## src/core/csec_regs.svh

```systemverilog
// Register offsets, field positions and reset values of the channel status group
`ifndef CSEC_REGS_SVH
`define CSEC_REGS_SVH

// ------------------------------------------------------------
// Register offsets
// ------------------------------------------------------------
`define CSEC_ADDR_W 16
`define CSEC_OFS_LANE_CFG 16'h000c
`define CSEC_OFS_CHAN_STATUS 16'h000f
`define CSEC_OFS_HS_ERR 16'h0010
`define CSEC_OFS_LS0_ERR 16'h0011
`define CSEC_OFS_LS_STATUS 16'h0015
`define CSEC_OFS_RSVD_A 16'h0016
`define CSEC_OFS_RSVD_B 16'h0017
`define CSEC_OFS_RSVD_STAT 16'h0023

// ------------------------------------------------------------
// Reset values and masks
// ------------------------------------------------------------
`define CSEC_ERR_RESET 16'hfffd
`define CSEC_ERR_MAX 16'hffff
`define CSEC_ERR_ONE 16'h0001
`define CSEC_ZERO16 16'h0000
`define CSEC_RSVD_A_MASK 16'h0f7f
`define CSEC_LANE0 2'h0

// ------------------------------------------------------------
// Channel status bit positions
// ------------------------------------------------------------
`define CSEC_CS_HS_PAT 15
`define CSEC_CS_LS_PAT 14
`define CSEC_CS_FAST_SIDE_SIGNAL_LOST 13
`define CSEC_CS_AZ_DONE 12
`define CSEC_CS_AGC 11
`define CSEC_CS_SYNC 10
`define CSEC_CS_BAD_CW 8
`define CSEC_CS_TX_OVF 6
`define CSEC_CS_RX_OVF 4
`define CSEC_CS_LS_PLL 1
`define CSEC_CS_HS_PLL 0

// ------------------------------------------------------------
// Low-speed status and lane-select positions
// ------------------------------------------------------------
`define CSEC_SLOW_SIDE_SIGNAL_LOST 10
`define CSEC_LS_SYNC 8
`define CSEC_LS_BAD_CW 3
`define CSEC_LANE_SEL_HI 13
`define CSEC_LANE_SEL_LO 12

// ------------------------------------------------------------
// Latched bit slots
// ------------------------------------------------------------
`define CSEC_NLAT 8
`define CSEC_L_FAST_SIDE_SIGNAL_LOST 0
`define CSEC_L_AZ 1
`define CSEC_L_BAD_CW 2
`define CSEC_L_TX_OVF 3
`define CSEC_L_RX_OVF 4
`define CSEC_L_SLOW_SIDE_SIGNAL_LOST 5
`define CSEC_L_LS_SYNC 6
`define CSEC_L_LS_BAD 7
// Slots that latch low rather than high
`define CSEC_LAT_LOW_MASK 8'h42

// ------------------------------------------------------------
// Pattern codes that carry an error count
// ------------------------------------------------------------
`define CSEC_PAT_FIRST_COUNTED 3'h3
`define CSEC_PAT_FIRST_PRBS 3'h5

`endif

```

## src/core/csec_pkg.sv

```systemverilog
// Types shared by the channel status and error counter block
package csec_pkg;

  // High-speed side live status and events
  typedef struct packed {
    logic pat_aligned;
    logic signal_lost;
    logic autozero_done;
    logic gain_locked;
    logic sync;
    logic bad_codeword;
    logic pattern_err;
    logic tx_fifo_ovf;
    logic rx_fifo_ovf;
    logic slow_pll_locked;
    logic fast_pll_locked;
  } csec_hs_stat_t;

  // Low-speed lane 0 live status and events
  typedef struct packed {
    logic pat_aligned;
    logic signal_lost;
    logic sync;
    logic bad_codeword;
    logic pattern_err;
  } csec_ls_stat_t;

  // Pattern verification setup
  typedef struct packed {
    logic hs_verify_en;
    logic [2:0] hs_pattern;
    logic ls_verify_en;
    logic [2:0] ls_pattern;
  } csec_verify_t;

  // Management register access
  typedef struct packed {
    logic rd_stb;
    logic wr_stb;
    logic [15:0] addr;
    logic [15:0] wdata;
  } csec_mgmt_req_t;

endpackage : csec_pkg

```

## src/core/csec_status_bank.sv

```systemverilog
// Channel status, lane status and clear-on-read error counter register bank
`timescale 1ns/1ps
`include "csec_regs.svh"

module csec_status_bank #(
  parameter int CNT_W = 16
) (
  // Clock and reset
  input wire logic clk,
  input wire logic rst,
  input wire logic datapath_reset,
  // Management access
  input wire csec_pkg::csec_mgmt_req_t mgmt_req,
  output logic [15:0] mgmt_rdata,
  output logic mgmt_rvalid,
  // Datapath status
  input wire csec_pkg::csec_hs_stat_t hs_stat,
  input wire csec_pkg::csec_ls_stat_t ls_stat,
  input wire csec_pkg::csec_verify_t verify,
  // Device pin
  input wire logic pseudo_random_check_pin,
  // Lane select field out to the lane muxes
  output logic [1:0] slow_status_lane_select
);
  import csec_pkg::*;

  if (CNT_W != 16) begin : g_bad_width
    $error("csec_status_bank: counter width must be 16");
  end

  // ------------------------------------------------------------
  // Pin synchroniser
  // ------------------------------------------------------------
  logic prbs_s1_q;
  logic prbs_s2_q;
  logic prbs_s3_q;
  logic prbs_q;
  logic prbs_d;

  // A change is taken only once the last two stages agree
  assign prbs_d = (prbs_s2_q == prbs_s3_q) ? prbs_s3_q : prbs_q;

  always_ff @(posedge clk or posedge rst) begin
    if (rst) begin
      prbs_s1_q <= 1'b0;
      prbs_s2_q <= 1'b0;
      prbs_s3_q <= 1'b0;
      prbs_q <= 1'b0;
    end else begin
      prbs_s1_q <= pseudo_random_check_pin;
      prbs_s2_q <= prbs_s1_q;
      prbs_s3_q <= prbs_s2_q;
      prbs_q <= prbs_d;
    end
  end

  // ------------------------------------------------------------
  // Address decode
  // ------------------------------------------------------------
  wire rd_cs = mgmt_req.rd_stb && (mgmt_req.addr == `CSEC_OFS_CHAN_STATUS);
  wire rd_hs = mgmt_req.rd_stb && (mgmt_req.addr == `CSEC_OFS_HS_ERR);
  wire rd_ls0 = mgmt_req.rd_stb && (mgmt_req.addr == `CSEC_OFS_LS0_ERR);
  wire rd_lss = mgmt_req.rd_stb && (mgmt_req.addr == `CSEC_OFS_LS_STATUS);
  wire wr_cfg = mgmt_req.wr_stb && (mgmt_req.addr == `CSEC_OFS_LANE_CFG);
  wire wr_ra = mgmt_req.wr_stb && (mgmt_req.addr == `CSEC_OFS_RSVD_A);
  wire wr_rb = mgmt_req.wr_stb && (mgmt_req.addr == `CSEC_OFS_RSVD_B);

  // ------------------------------------------------------------
  // Lane select and reserved storage
  // ------------------------------------------------------------
  logic [1:0] lane_sel_q;
  logic [15:0] rsvd_a_q;
  logic [15:0] rsvd_b_q;

  wire lane0_sel = (lane_sel_q == `CSEC_LANE0);
  assign slow_status_lane_select = lane_sel_q;

  always_ff @(posedge clk or posedge rst) begin
    if (rst) begin
      lane_sel_q <= `CSEC_LANE0;
      rsvd_a_q <= `CSEC_ZERO16;
      rsvd_b_q <= `CSEC_ZERO16;
    end else begin
      if (wr_cfg) begin
        lane_sel_q <= mgmt_req.wdata[`CSEC_LANE_SEL_HI:`CSEC_LANE_SEL_LO];
      end
      if (wr_ra) begin
        rsvd_a_q <= mgmt_req.wdata & `CSEC_RSVD_A_MASK;
      end
      if (wr_rb) begin
        rsvd_b_q <= mgmt_req.wdata;
      end
    end
  end

  // ------------------------------------------------------------
  // Latched status bits
  // ------------------------------------------------------------
  logic [`CSEC_NLAT-1:0] live;
  logic [`CSEC_NLAT-1:0] lat_clr;
  logic [`CSEC_NLAT-1:0] lat_view;
  localparam logic [`CSEC_NLAT-1:0] LAT_LOW = `CSEC_LAT_LOW_MASK;

  assign live[`CSEC_L_FAST_SIDE_SIGNAL_LOST] = hs_stat.signal_lost;
  assign live[`CSEC_L_AZ] = hs_stat.autozero_done;
  assign live[`CSEC_L_BAD_CW] = hs_stat.bad_codeword;
  assign live[`CSEC_L_TX_OVF] = hs_stat.tx_fifo_ovf;
  assign live[`CSEC_L_RX_OVF] = hs_stat.rx_fifo_ovf;
  assign live[`CSEC_L_SLOW_SIDE_SIGNAL_LOST] = ls_stat.signal_lost;
  assign live[`CSEC_L_LS_SYNC] = ls_stat.sync;
  assign live[`CSEC_L_LS_BAD] = ls_stat.bad_codeword;

  // Lane bits are only released by a read that actually shows lane 0
  assign lat_clr = {{3{rd_lss && lane0_sel}}, {5{rd_cs}}};

  for (genvar i = 0; i < `CSEC_NLAT; i++) begin : g_lat
    csec_latch_bit #(
      .LATCH_LOW(LAT_LOW[i])
    ) u_csec_latch_bit (
      .clk(clk),
      .rst(rst),
      .datapath_reset(datapath_reset),
      .live(live[i]),
      .clr(lat_clr[i]),
      .view(lat_view[i])
    );
  end

  // ------------------------------------------------------------
  // Error counter sources
  // ------------------------------------------------------------
  // countable fast and slow patterns
  wire hs_pat_ok = verify.hs_pattern >= `CSEC_PAT_FIRST_COUNTED;
  wire hs_prbs_ok = verify.hs_pattern >= `CSEC_PAT_FIRST_PRBS;
  wire ls_pat_ok = verify.ls_pattern >= `CSEC_PAT_FIRST_COUNTED;

  wire hs_pin_inc = prbs_q && hs_prbs_ok && hs_stat.pattern_err;
  wire hs_ver_inc = !prbs_q && verify.hs_verify_en && hs_pat_ok && hs_stat.pattern_err;
  wire hs_fun_inc = !prbs_q && !verify.hs_verify_en && hs_stat.bad_codeword;
  wire hs_inc = hs_pin_inc || hs_ver_inc || hs_fun_inc;

  wire ls_inc = verify.ls_verify_en ? (ls_pat_ok && ls_stat.pattern_err)
                                    : ls_stat.bad_codeword;

  // ------------------------------------------------------------
  // Error counters
  // ------------------------------------------------------------
  logic [CNT_W-1:0] hs_cnt_q;
  logic [CNT_W-1:0] ls_cnt_q;

  csec_err_counter #(
    .CNT_W(CNT_W)
  ) u_csec_err_counter_hs (
    .clk(clk),
    .rst(rst),
    .datapath_reset(datapath_reset),
    .inc(hs_inc),
    .rd_clr(rd_hs),
    .count(hs_cnt_q)
  );

  csec_err_counter #(
    .CNT_W(CNT_W)
  ) u_csec_err_counter_ls (
    .clk(clk),
    .rst(rst),
    .datapath_reset(datapath_reset),
    .inc(ls_inc),
    .rd_clr(rd_ls0),
    .count(ls_cnt_q)
  );

  // ------------------------------------------------------------
  // Status words
  // ------------------------------------------------------------
  logic [15:0] chan_word;
  logic [15:0] lane_word;

  always_comb begin
    chan_word = `CSEC_ZERO16;
    chan_word[`CSEC_CS_HS_PAT] = hs_stat.pat_aligned;
    chan_word[`CSEC_CS_LS_PAT] = ls_stat.pat_aligned;
    chan_word[`CSEC_CS_FAST_SIDE_SIGNAL_LOST] = lat_view[`CSEC_L_FAST_SIDE_SIGNAL_LOST];
    chan_word[`CSEC_CS_AZ_DONE] = lat_view[`CSEC_L_AZ];
    chan_word[`CSEC_CS_AGC] = hs_stat.gain_locked;
    chan_word[`CSEC_CS_SYNC] = hs_stat.sync;
    chan_word[`CSEC_CS_BAD_CW] = lat_view[`CSEC_L_BAD_CW];
    chan_word[`CSEC_CS_TX_OVF] = lat_view[`CSEC_L_TX_OVF];
    chan_word[`CSEC_CS_RX_OVF] = lat_view[`CSEC_L_RX_OVF];
    chan_word[`CSEC_CS_LS_PLL] = hs_stat.slow_pll_locked;
    chan_word[`CSEC_CS_HS_PLL] = hs_stat.fast_pll_locked;
  end

  always_comb begin
    lane_word = `CSEC_ZERO16;
    if (lane0_sel) begin
      lane_word[`CSEC_SLOW_SIDE_SIGNAL_LOST] = lat_view[`CSEC_L_SLOW_SIDE_SIGNAL_LOST];
      lane_word[`CSEC_LS_SYNC] = lat_view[`CSEC_L_LS_SYNC];
      lane_word[`CSEC_LS_BAD_CW] = lat_view[`CSEC_L_LS_BAD];
    end
  end

  // ------------------------------------------------------------
  // Read mux
  // ------------------------------------------------------------
  logic [15:0] rd_mux;
  logic [15:0] rdata_q;
  logic rvalid_q;

  always_comb begin
    unique case (mgmt_req.addr)
      `CSEC_OFS_LANE_CFG: rd_mux = {2'h0, lane_sel_q, 12'h000};
      `CSEC_OFS_CHAN_STATUS: rd_mux = chan_word;
      `CSEC_OFS_HS_ERR: rd_mux = hs_cnt_q;
      `CSEC_OFS_LS0_ERR: rd_mux = ls_cnt_q;
      `CSEC_OFS_LS_STATUS: rd_mux = lane_word;
      `CSEC_OFS_RSVD_A: rd_mux = rsvd_a_q;
      `CSEC_OFS_RSVD_B: rd_mux = rsvd_b_q;
      default: rd_mux = `CSEC_ZERO16;
    endcase
  end

  always_ff @(posedge clk or posedge rst) begin
    if (rst) begin
      rdata_q <= `CSEC_ZERO16;
      rvalid_q <= 1'b0;
    end else begin
      rvalid_q <= mgmt_req.rd_stb;
      if (mgmt_req.rd_stb) begin
        rdata_q <= rd_mux;
      end
    end
  end

  assign mgmt_rdata = rdata_q;
  assign mgmt_rvalid = rvalid_q;

endmodule : csec_status_bank

// ------------------------------------------------------------
// One latched status bit
// ------------------------------------------------------------
module csec_latch_bit #(
  parameter bit LATCH_LOW = 1'b0
) (
  // Clock and reset
  input wire logic clk,
  input wire logic rst,
  input wire logic datapath_reset,
  // Live condition and read release
  input wire logic live,
  input wire logic clr,
  // Value shown to a read
  output logic view
);
  import csec_pkg::*;

  logic lat_q;

  // Event: condition high for latch-high slots, low for latch-low slots
  wire ev = LATCH_LOW ? !live : live;
  // Set wins over a release in the same cycle
  wire lat_d = ev || (lat_q && !clr);
  assign view = LATCH_LOW ? (live && !lat_q) : (live || lat_q);

  always_ff @(posedge clk or posedge rst) begin
    if (rst) begin
      lat_q <= 1'b0;
    end else if (datapath_reset) begin
      lat_q <= 1'b0;
    end else begin
      lat_q <= lat_d;
    end
  end

endmodule : csec_latch_bit

// ------------------------------------------------------------
// Clear-on-read saturating error counter
// ------------------------------------------------------------
module csec_err_counter #(
  parameter int CNT_W = 16
) (
  // Clock and reset
  input wire logic clk,
  input wire logic rst,
  input wire logic datapath_reset,
  // Control
  input wire logic inc,
  input wire logic rd_clr,
  // Count
  output logic [CNT_W-1:0] count
);
  import csec_pkg::*;

  logic [CNT_W-1:0] cnt_q;
  logic [CNT_W-1:0] cnt_d;

  if (CNT_W != 16) begin : g_bad_width
    $error("csec_err_counter: counter width must be 16");
  end

  // Sticks at full scale rather than wrap to a small, misleading value
  wire full = (cnt_q == `CSEC_ERR_MAX);

  // A same-cycle error survives the clear
  assign cnt_d = rd_clr ? (inc ? `CSEC_ERR_ONE : `CSEC_ZERO16)
               : ((inc && !full) ? cnt_q + `CSEC_ERR_ONE : cnt_q);

  always_ff @(posedge clk or posedge rst) begin
    if (rst) begin
      cnt_q <= `CSEC_ERR_RESET;
    end else if (datapath_reset) begin
      cnt_q <= `CSEC_ERR_RESET;
    end else begin
      cnt_q <= cnt_d;
    end
  end

  assign count = cnt_q;

endmodule : csec_err_counter

```

## config.mk

```make
export PLATFORM = sky130hd
export DESIGN_NAME = csec_status_bank
export DESIGN_NICKNAME = d
export VERILOG_FILES = /design/src/core/csec_pkg.sv /design/src/core/csec_status_bank.sv
export VERILOG_INCLUDE_DIRS = /design/src /design/src/core
export SDC_FILE = /design/constraint.sdc
export NUM_CORES = 1
export LEC_CHECK = 0
export BUFFER_PORTS_ARGS = -buffer_cell sky130_fd_sc_hd__buf_2
export CORE_ASPECT_RATIO = 0.5
export CORE_MARGIN = 2
export CORE_UTILIZATION = 40
export CTS_BUF_LIST = sky130_fd_sc_hd__clkbuf_8
export DETAILED_ROUTE_END_ITERATION = 8
export PLACE_DENSITY = 0.68
export SLEW_MARGIN = 20
export SYNTH_ARGS = -nofsm -noshare
export SYNTH_HDL_FRONTEND = slang
export SYNTH_HIERARCHICAL = 1
export SYNTH_SLANG_ARGS = --single-unit
```

## constraint.sdc

```tcl
create_clock -name clk -period 2.85 [get_ports clk]
set_input_delay 0.855 -clock clk [delete_from_list [all_inputs] [get_ports clk]]
set_output_delay 0.855 -clock clk [all_outputs]
set_load 0.02 [all_outputs]
```

==> impl_results.md <==
- Number of library cell types mapped by synthesis: 74
- Number of global-route vias before repair: ~4700
- Die ar.: roughly 14000 um2
- Worst Clk Skew: ~0.014 ns
- #FFs+latches synth: 90
- DP Area: around 6100 um2
- Largest net degree at the start of global routing: 33
- Setup TNS: 0 ns
- Slowest cell on crit path: nor4b_2
- Slew @ Worst Pin: between 0.6 and 0.7 ns
- Worst-Skew Late Latency: 0.37 ns
- Final Cell Area: ~6300 um2
- Vias: about 4700
- Routed len/inst: about 19 um
- Layout cells sized above 1: 0.393
- Storage element area: 2290 um2
- Die W: roughly 170 um
- Slew Viols, Final: 0
- PD cells: roughly 440 nW/um2
- Overflow after GRT: 0
- Synth Net Count: roughly 580
- Synth Cell Area: ~5300 um2
- Reg2reg end: u_csec_err_counter_hs/count[9]
- First-pass GRT wire length: 24.8 mm
- Most Frequent Cell on Critical Path: buf_4
- HP Start: prbs_s1_q
- Htree depth: 3
- P_sw: 0.872 mW
- LEAKAGE: around 3 nW
- Cells after Synth: 512
- Clk root buf: clkbuf_8
- CTS resizes: 0
- Core area: roughly 13000 um2
- Top-count cell post-synth: dfrtp_1
- Area occupied by multi-input gates: about 2700 um2
- Number of setup buffers added after CTS: 0
- CP cell instances: buf_2 > buf_4 > nor4_2 > buf_4 > nand4_1 > nor4b_2 > buf_4 > inv_1 > nand2_1 > a21oi_1 > a311o_1
- Hold path cells: 0
- DP HPWL: roughly 11 mm
- Main flop type after synthesis: dfrtp_1
- Commonest cells post-synth: dfrtp_1, nor2_1, inv_1
- Crit path DAT: 2.90 ns
- Inst Count DP: just under 800
- Fin cells: 794
- Int Power: between 1.5 and 2 mW
- Clk slew on worst S/H paths: ~0.09 ns
- Average cell area after synthesis: approximately 10 um2
- Yosys warning count: 6
- Post-Route WL: 15.0 mm
- Hold buffers post-CTS: 0
- DRT Pass-1 Iters: 5
- Residual DRC: 0
- R2R depth: 7
- Sw Share: 0.314
- Die height: about 85 um
- CTS Buffer Depth: 2
- GRT Overall Usage: 0.219
- Synth top area share: 0.284
- Worst r2r src: prbs_q
- 1st-iter DRT viols: ~460
- Total CTS buffers: 9
- Critical path type: in2reg
- Max-cap violation count: 0
- Ys async rst share: 1.00
- Post-DRT Antenna Nets: 0
- Fmax: between 300 and 400 MHz
- Worst-path fanout max: 6
- Post-synth EDFFs: 0
- CP max stage delay: around 0.4 ns
- Endpoints failing setup: 0
- Post-DR vias/cell: around 6
- Maximum vdd drop: approximately 0.2 mV
- Flop pwr share: 0.510
- RSZ-0062 raised after global routing: false
- Final worst path period share: 0.915
- IO Port Bufs: 80
- GP Congestion: about 0.93
- Initial antenna violation count: 0
- Sequential area share after synthesis: 0.433
- # diodes: 0
- I/O Pins: 81
- Syn-to-layout area delta: 18.7%
- Clk pwr share: 0.289
- Critical Path Source Type: primary input
- Fill cells: about 1200
- Yosys top cell by area: dfrtp_1
- Synth top area cells: dfrtp_1, dfstp_2, mux2_2, a22o_1, nand4_1
- Initial Util: 0.414
- Worst rel slew slack: 0.541
- Flop2flop setup slack: approximately 0.6 ns
- Cell Rows: 29
- CP Launch Point: mgmt_req[29]
- Status: completed
- Minimum clock period: 2.61 ns
- Sink Count: 90
- Worst EP required: between 3 and 4 ns
- Hold Violations, Final: 0
- CTS tree: built
- Kind of path behind the tightest hold check: reg2reg
- Nature of the critical path endpoint: register
- Gate power share: 0.200
- Worst hold endpoint: prbs_s2_q
- Final net count: 683
-- logic make-up after synthesis --
family,synth area share
adders and majority gates,0.00662
DFF,0.433
muxes,0.0693
and+or+nand+nor,0.224
AOI/OAI and AO/OA,0.214
buffers and inverters,0.0539
-- power groups by stage --
stage / clock [mW] / sequential (mW) / combinational [mW]
floorplan: 0 / 1.43 / 0.350
global route: 0.872 / 1.42 / 0.616
detailed placement: 0 / 1.44 / 0.546
global placement: 0 / 1.44 / 0.534
CTS: 0.824 / 1.41 / 0.549
finish: 0.801 / 1.41 / 0.556
-- layout make-up --
class | count | share of cell area
Timing Repair Buffer | 123 | 0.121
Inverter | 32 | 0.0191
Multi-Input combinational cell | 363 | 0.434
Clock buffer | 10 | 0.0219
Tap cell | 170 | 0.0339
Clock inverter | 6 | 0.00558
Sequential cell | 90 | 0.365
-- sequential cells by signal, indices dropped and copies added (netlist names) --
| register | flops |
|---|---|
| rsvd_b_q | 16 |
| u_csec_err_counter_hs/count | 16 |
| prbs_s3_q | 1 |
| prbs_s2_q | 1 |
| mgmt_rvalid | 1 |
| rsvd_a_q | 11 |
| prbs_s1_q | 1 |
| g_lat.u_csec_latch_bit/lat_q | 8 |
| slow_status_lane_select | 2 |
| u_csec_err_counter_ls/count | 16 |
| mgmt_rdata | 16 |
| prbs_q | 1 |
-- worst max path at each step --
stage,endpoint,cells past startpoint,slack (ns)
floorplan,u_csec_err_counter_hs/count[6],8,0.03
global placement,u_csec_err_counter_ls/count[4],10,-0.08
detailed placement,u_csec_err_counter_hs/count[11],9,-0.09
CTS,u_csec_err_counter_ls/count[11],11,0.29
global route,u_csec_err_counter_ls/count[11],11,0.19
finish,u_csec_err_counter_ls/count[11],11,0.24
-- critical path, delay by kind of cell --
family | cells | cell delay [ns]
AOI/OAI and AO/OA | 2 | 0.38
and+or+nand+nor | 4 | 0.93
buffers and inverters | 5 | 0.72
-- through the flow --
| step | power [mW] | setup slack (ns) | utilization | hold slack, ns |
|---|---|---|---|---|
| after detailed placement | 1.98 | -0.0910 | 0.478 | 0.342 |
| after global routing | 2.91 | 0.193 | 0.492 | 0.368 |
| after CTS | 2.79 | 0.293 | 0.492 | 0.362 |
| final | 2.77 | 0.241 | 0.492 | 0.359 |
| after floorplan | 1.78 | 0.0252 | - | 0.331 |
| after global placement | 1.97 | -0.0789 | 0.478 | 0.336 |
-- per-layer routing --
layer / vias up / share of wire / wire [um] / track usage
met2: 160 / 0.46 / 6830 / 0.345
met5: - / 0 / 0 / 0
met4: 0 / 0.016 / 235 / 0.0713
met3: 19 / 0.063 / 947 / 0.0429
li1: 2171 / - / - / -
met1: 2372 / 0.47 / 6960 / 0.307
-- placed cells by master, fill, tap and decap left out, types with 4 or more instances in the layout --
master and count:
nor2_1 38, dfrtp_1 60, clkbuf_8 10, nand2b_1 9
a311o_1 6, a22oi_1 9, or4_1 6, inv_1 32
nor2b_1 7, nor3_1 7, o311ai_0 6, nand2_1 19
and4_1 4, o211ai_1 6, or2_2 4, mux2_2 27
nand4_1 23, and3_1 4, o21ai_0 13, a22o_1 19
a21oi_2 8, dfstp_2 30, o21a_1 8, a222oi_1 4
buf_4 40, and2_1 5, nand3_1 23, a31o_2 4
or4_4 4, or2_1 6, buf_2 80, a211o_1 4
a21oi_1 15, mux2i_1 4
Note: power is estimated with default switching activity, not from simulation.
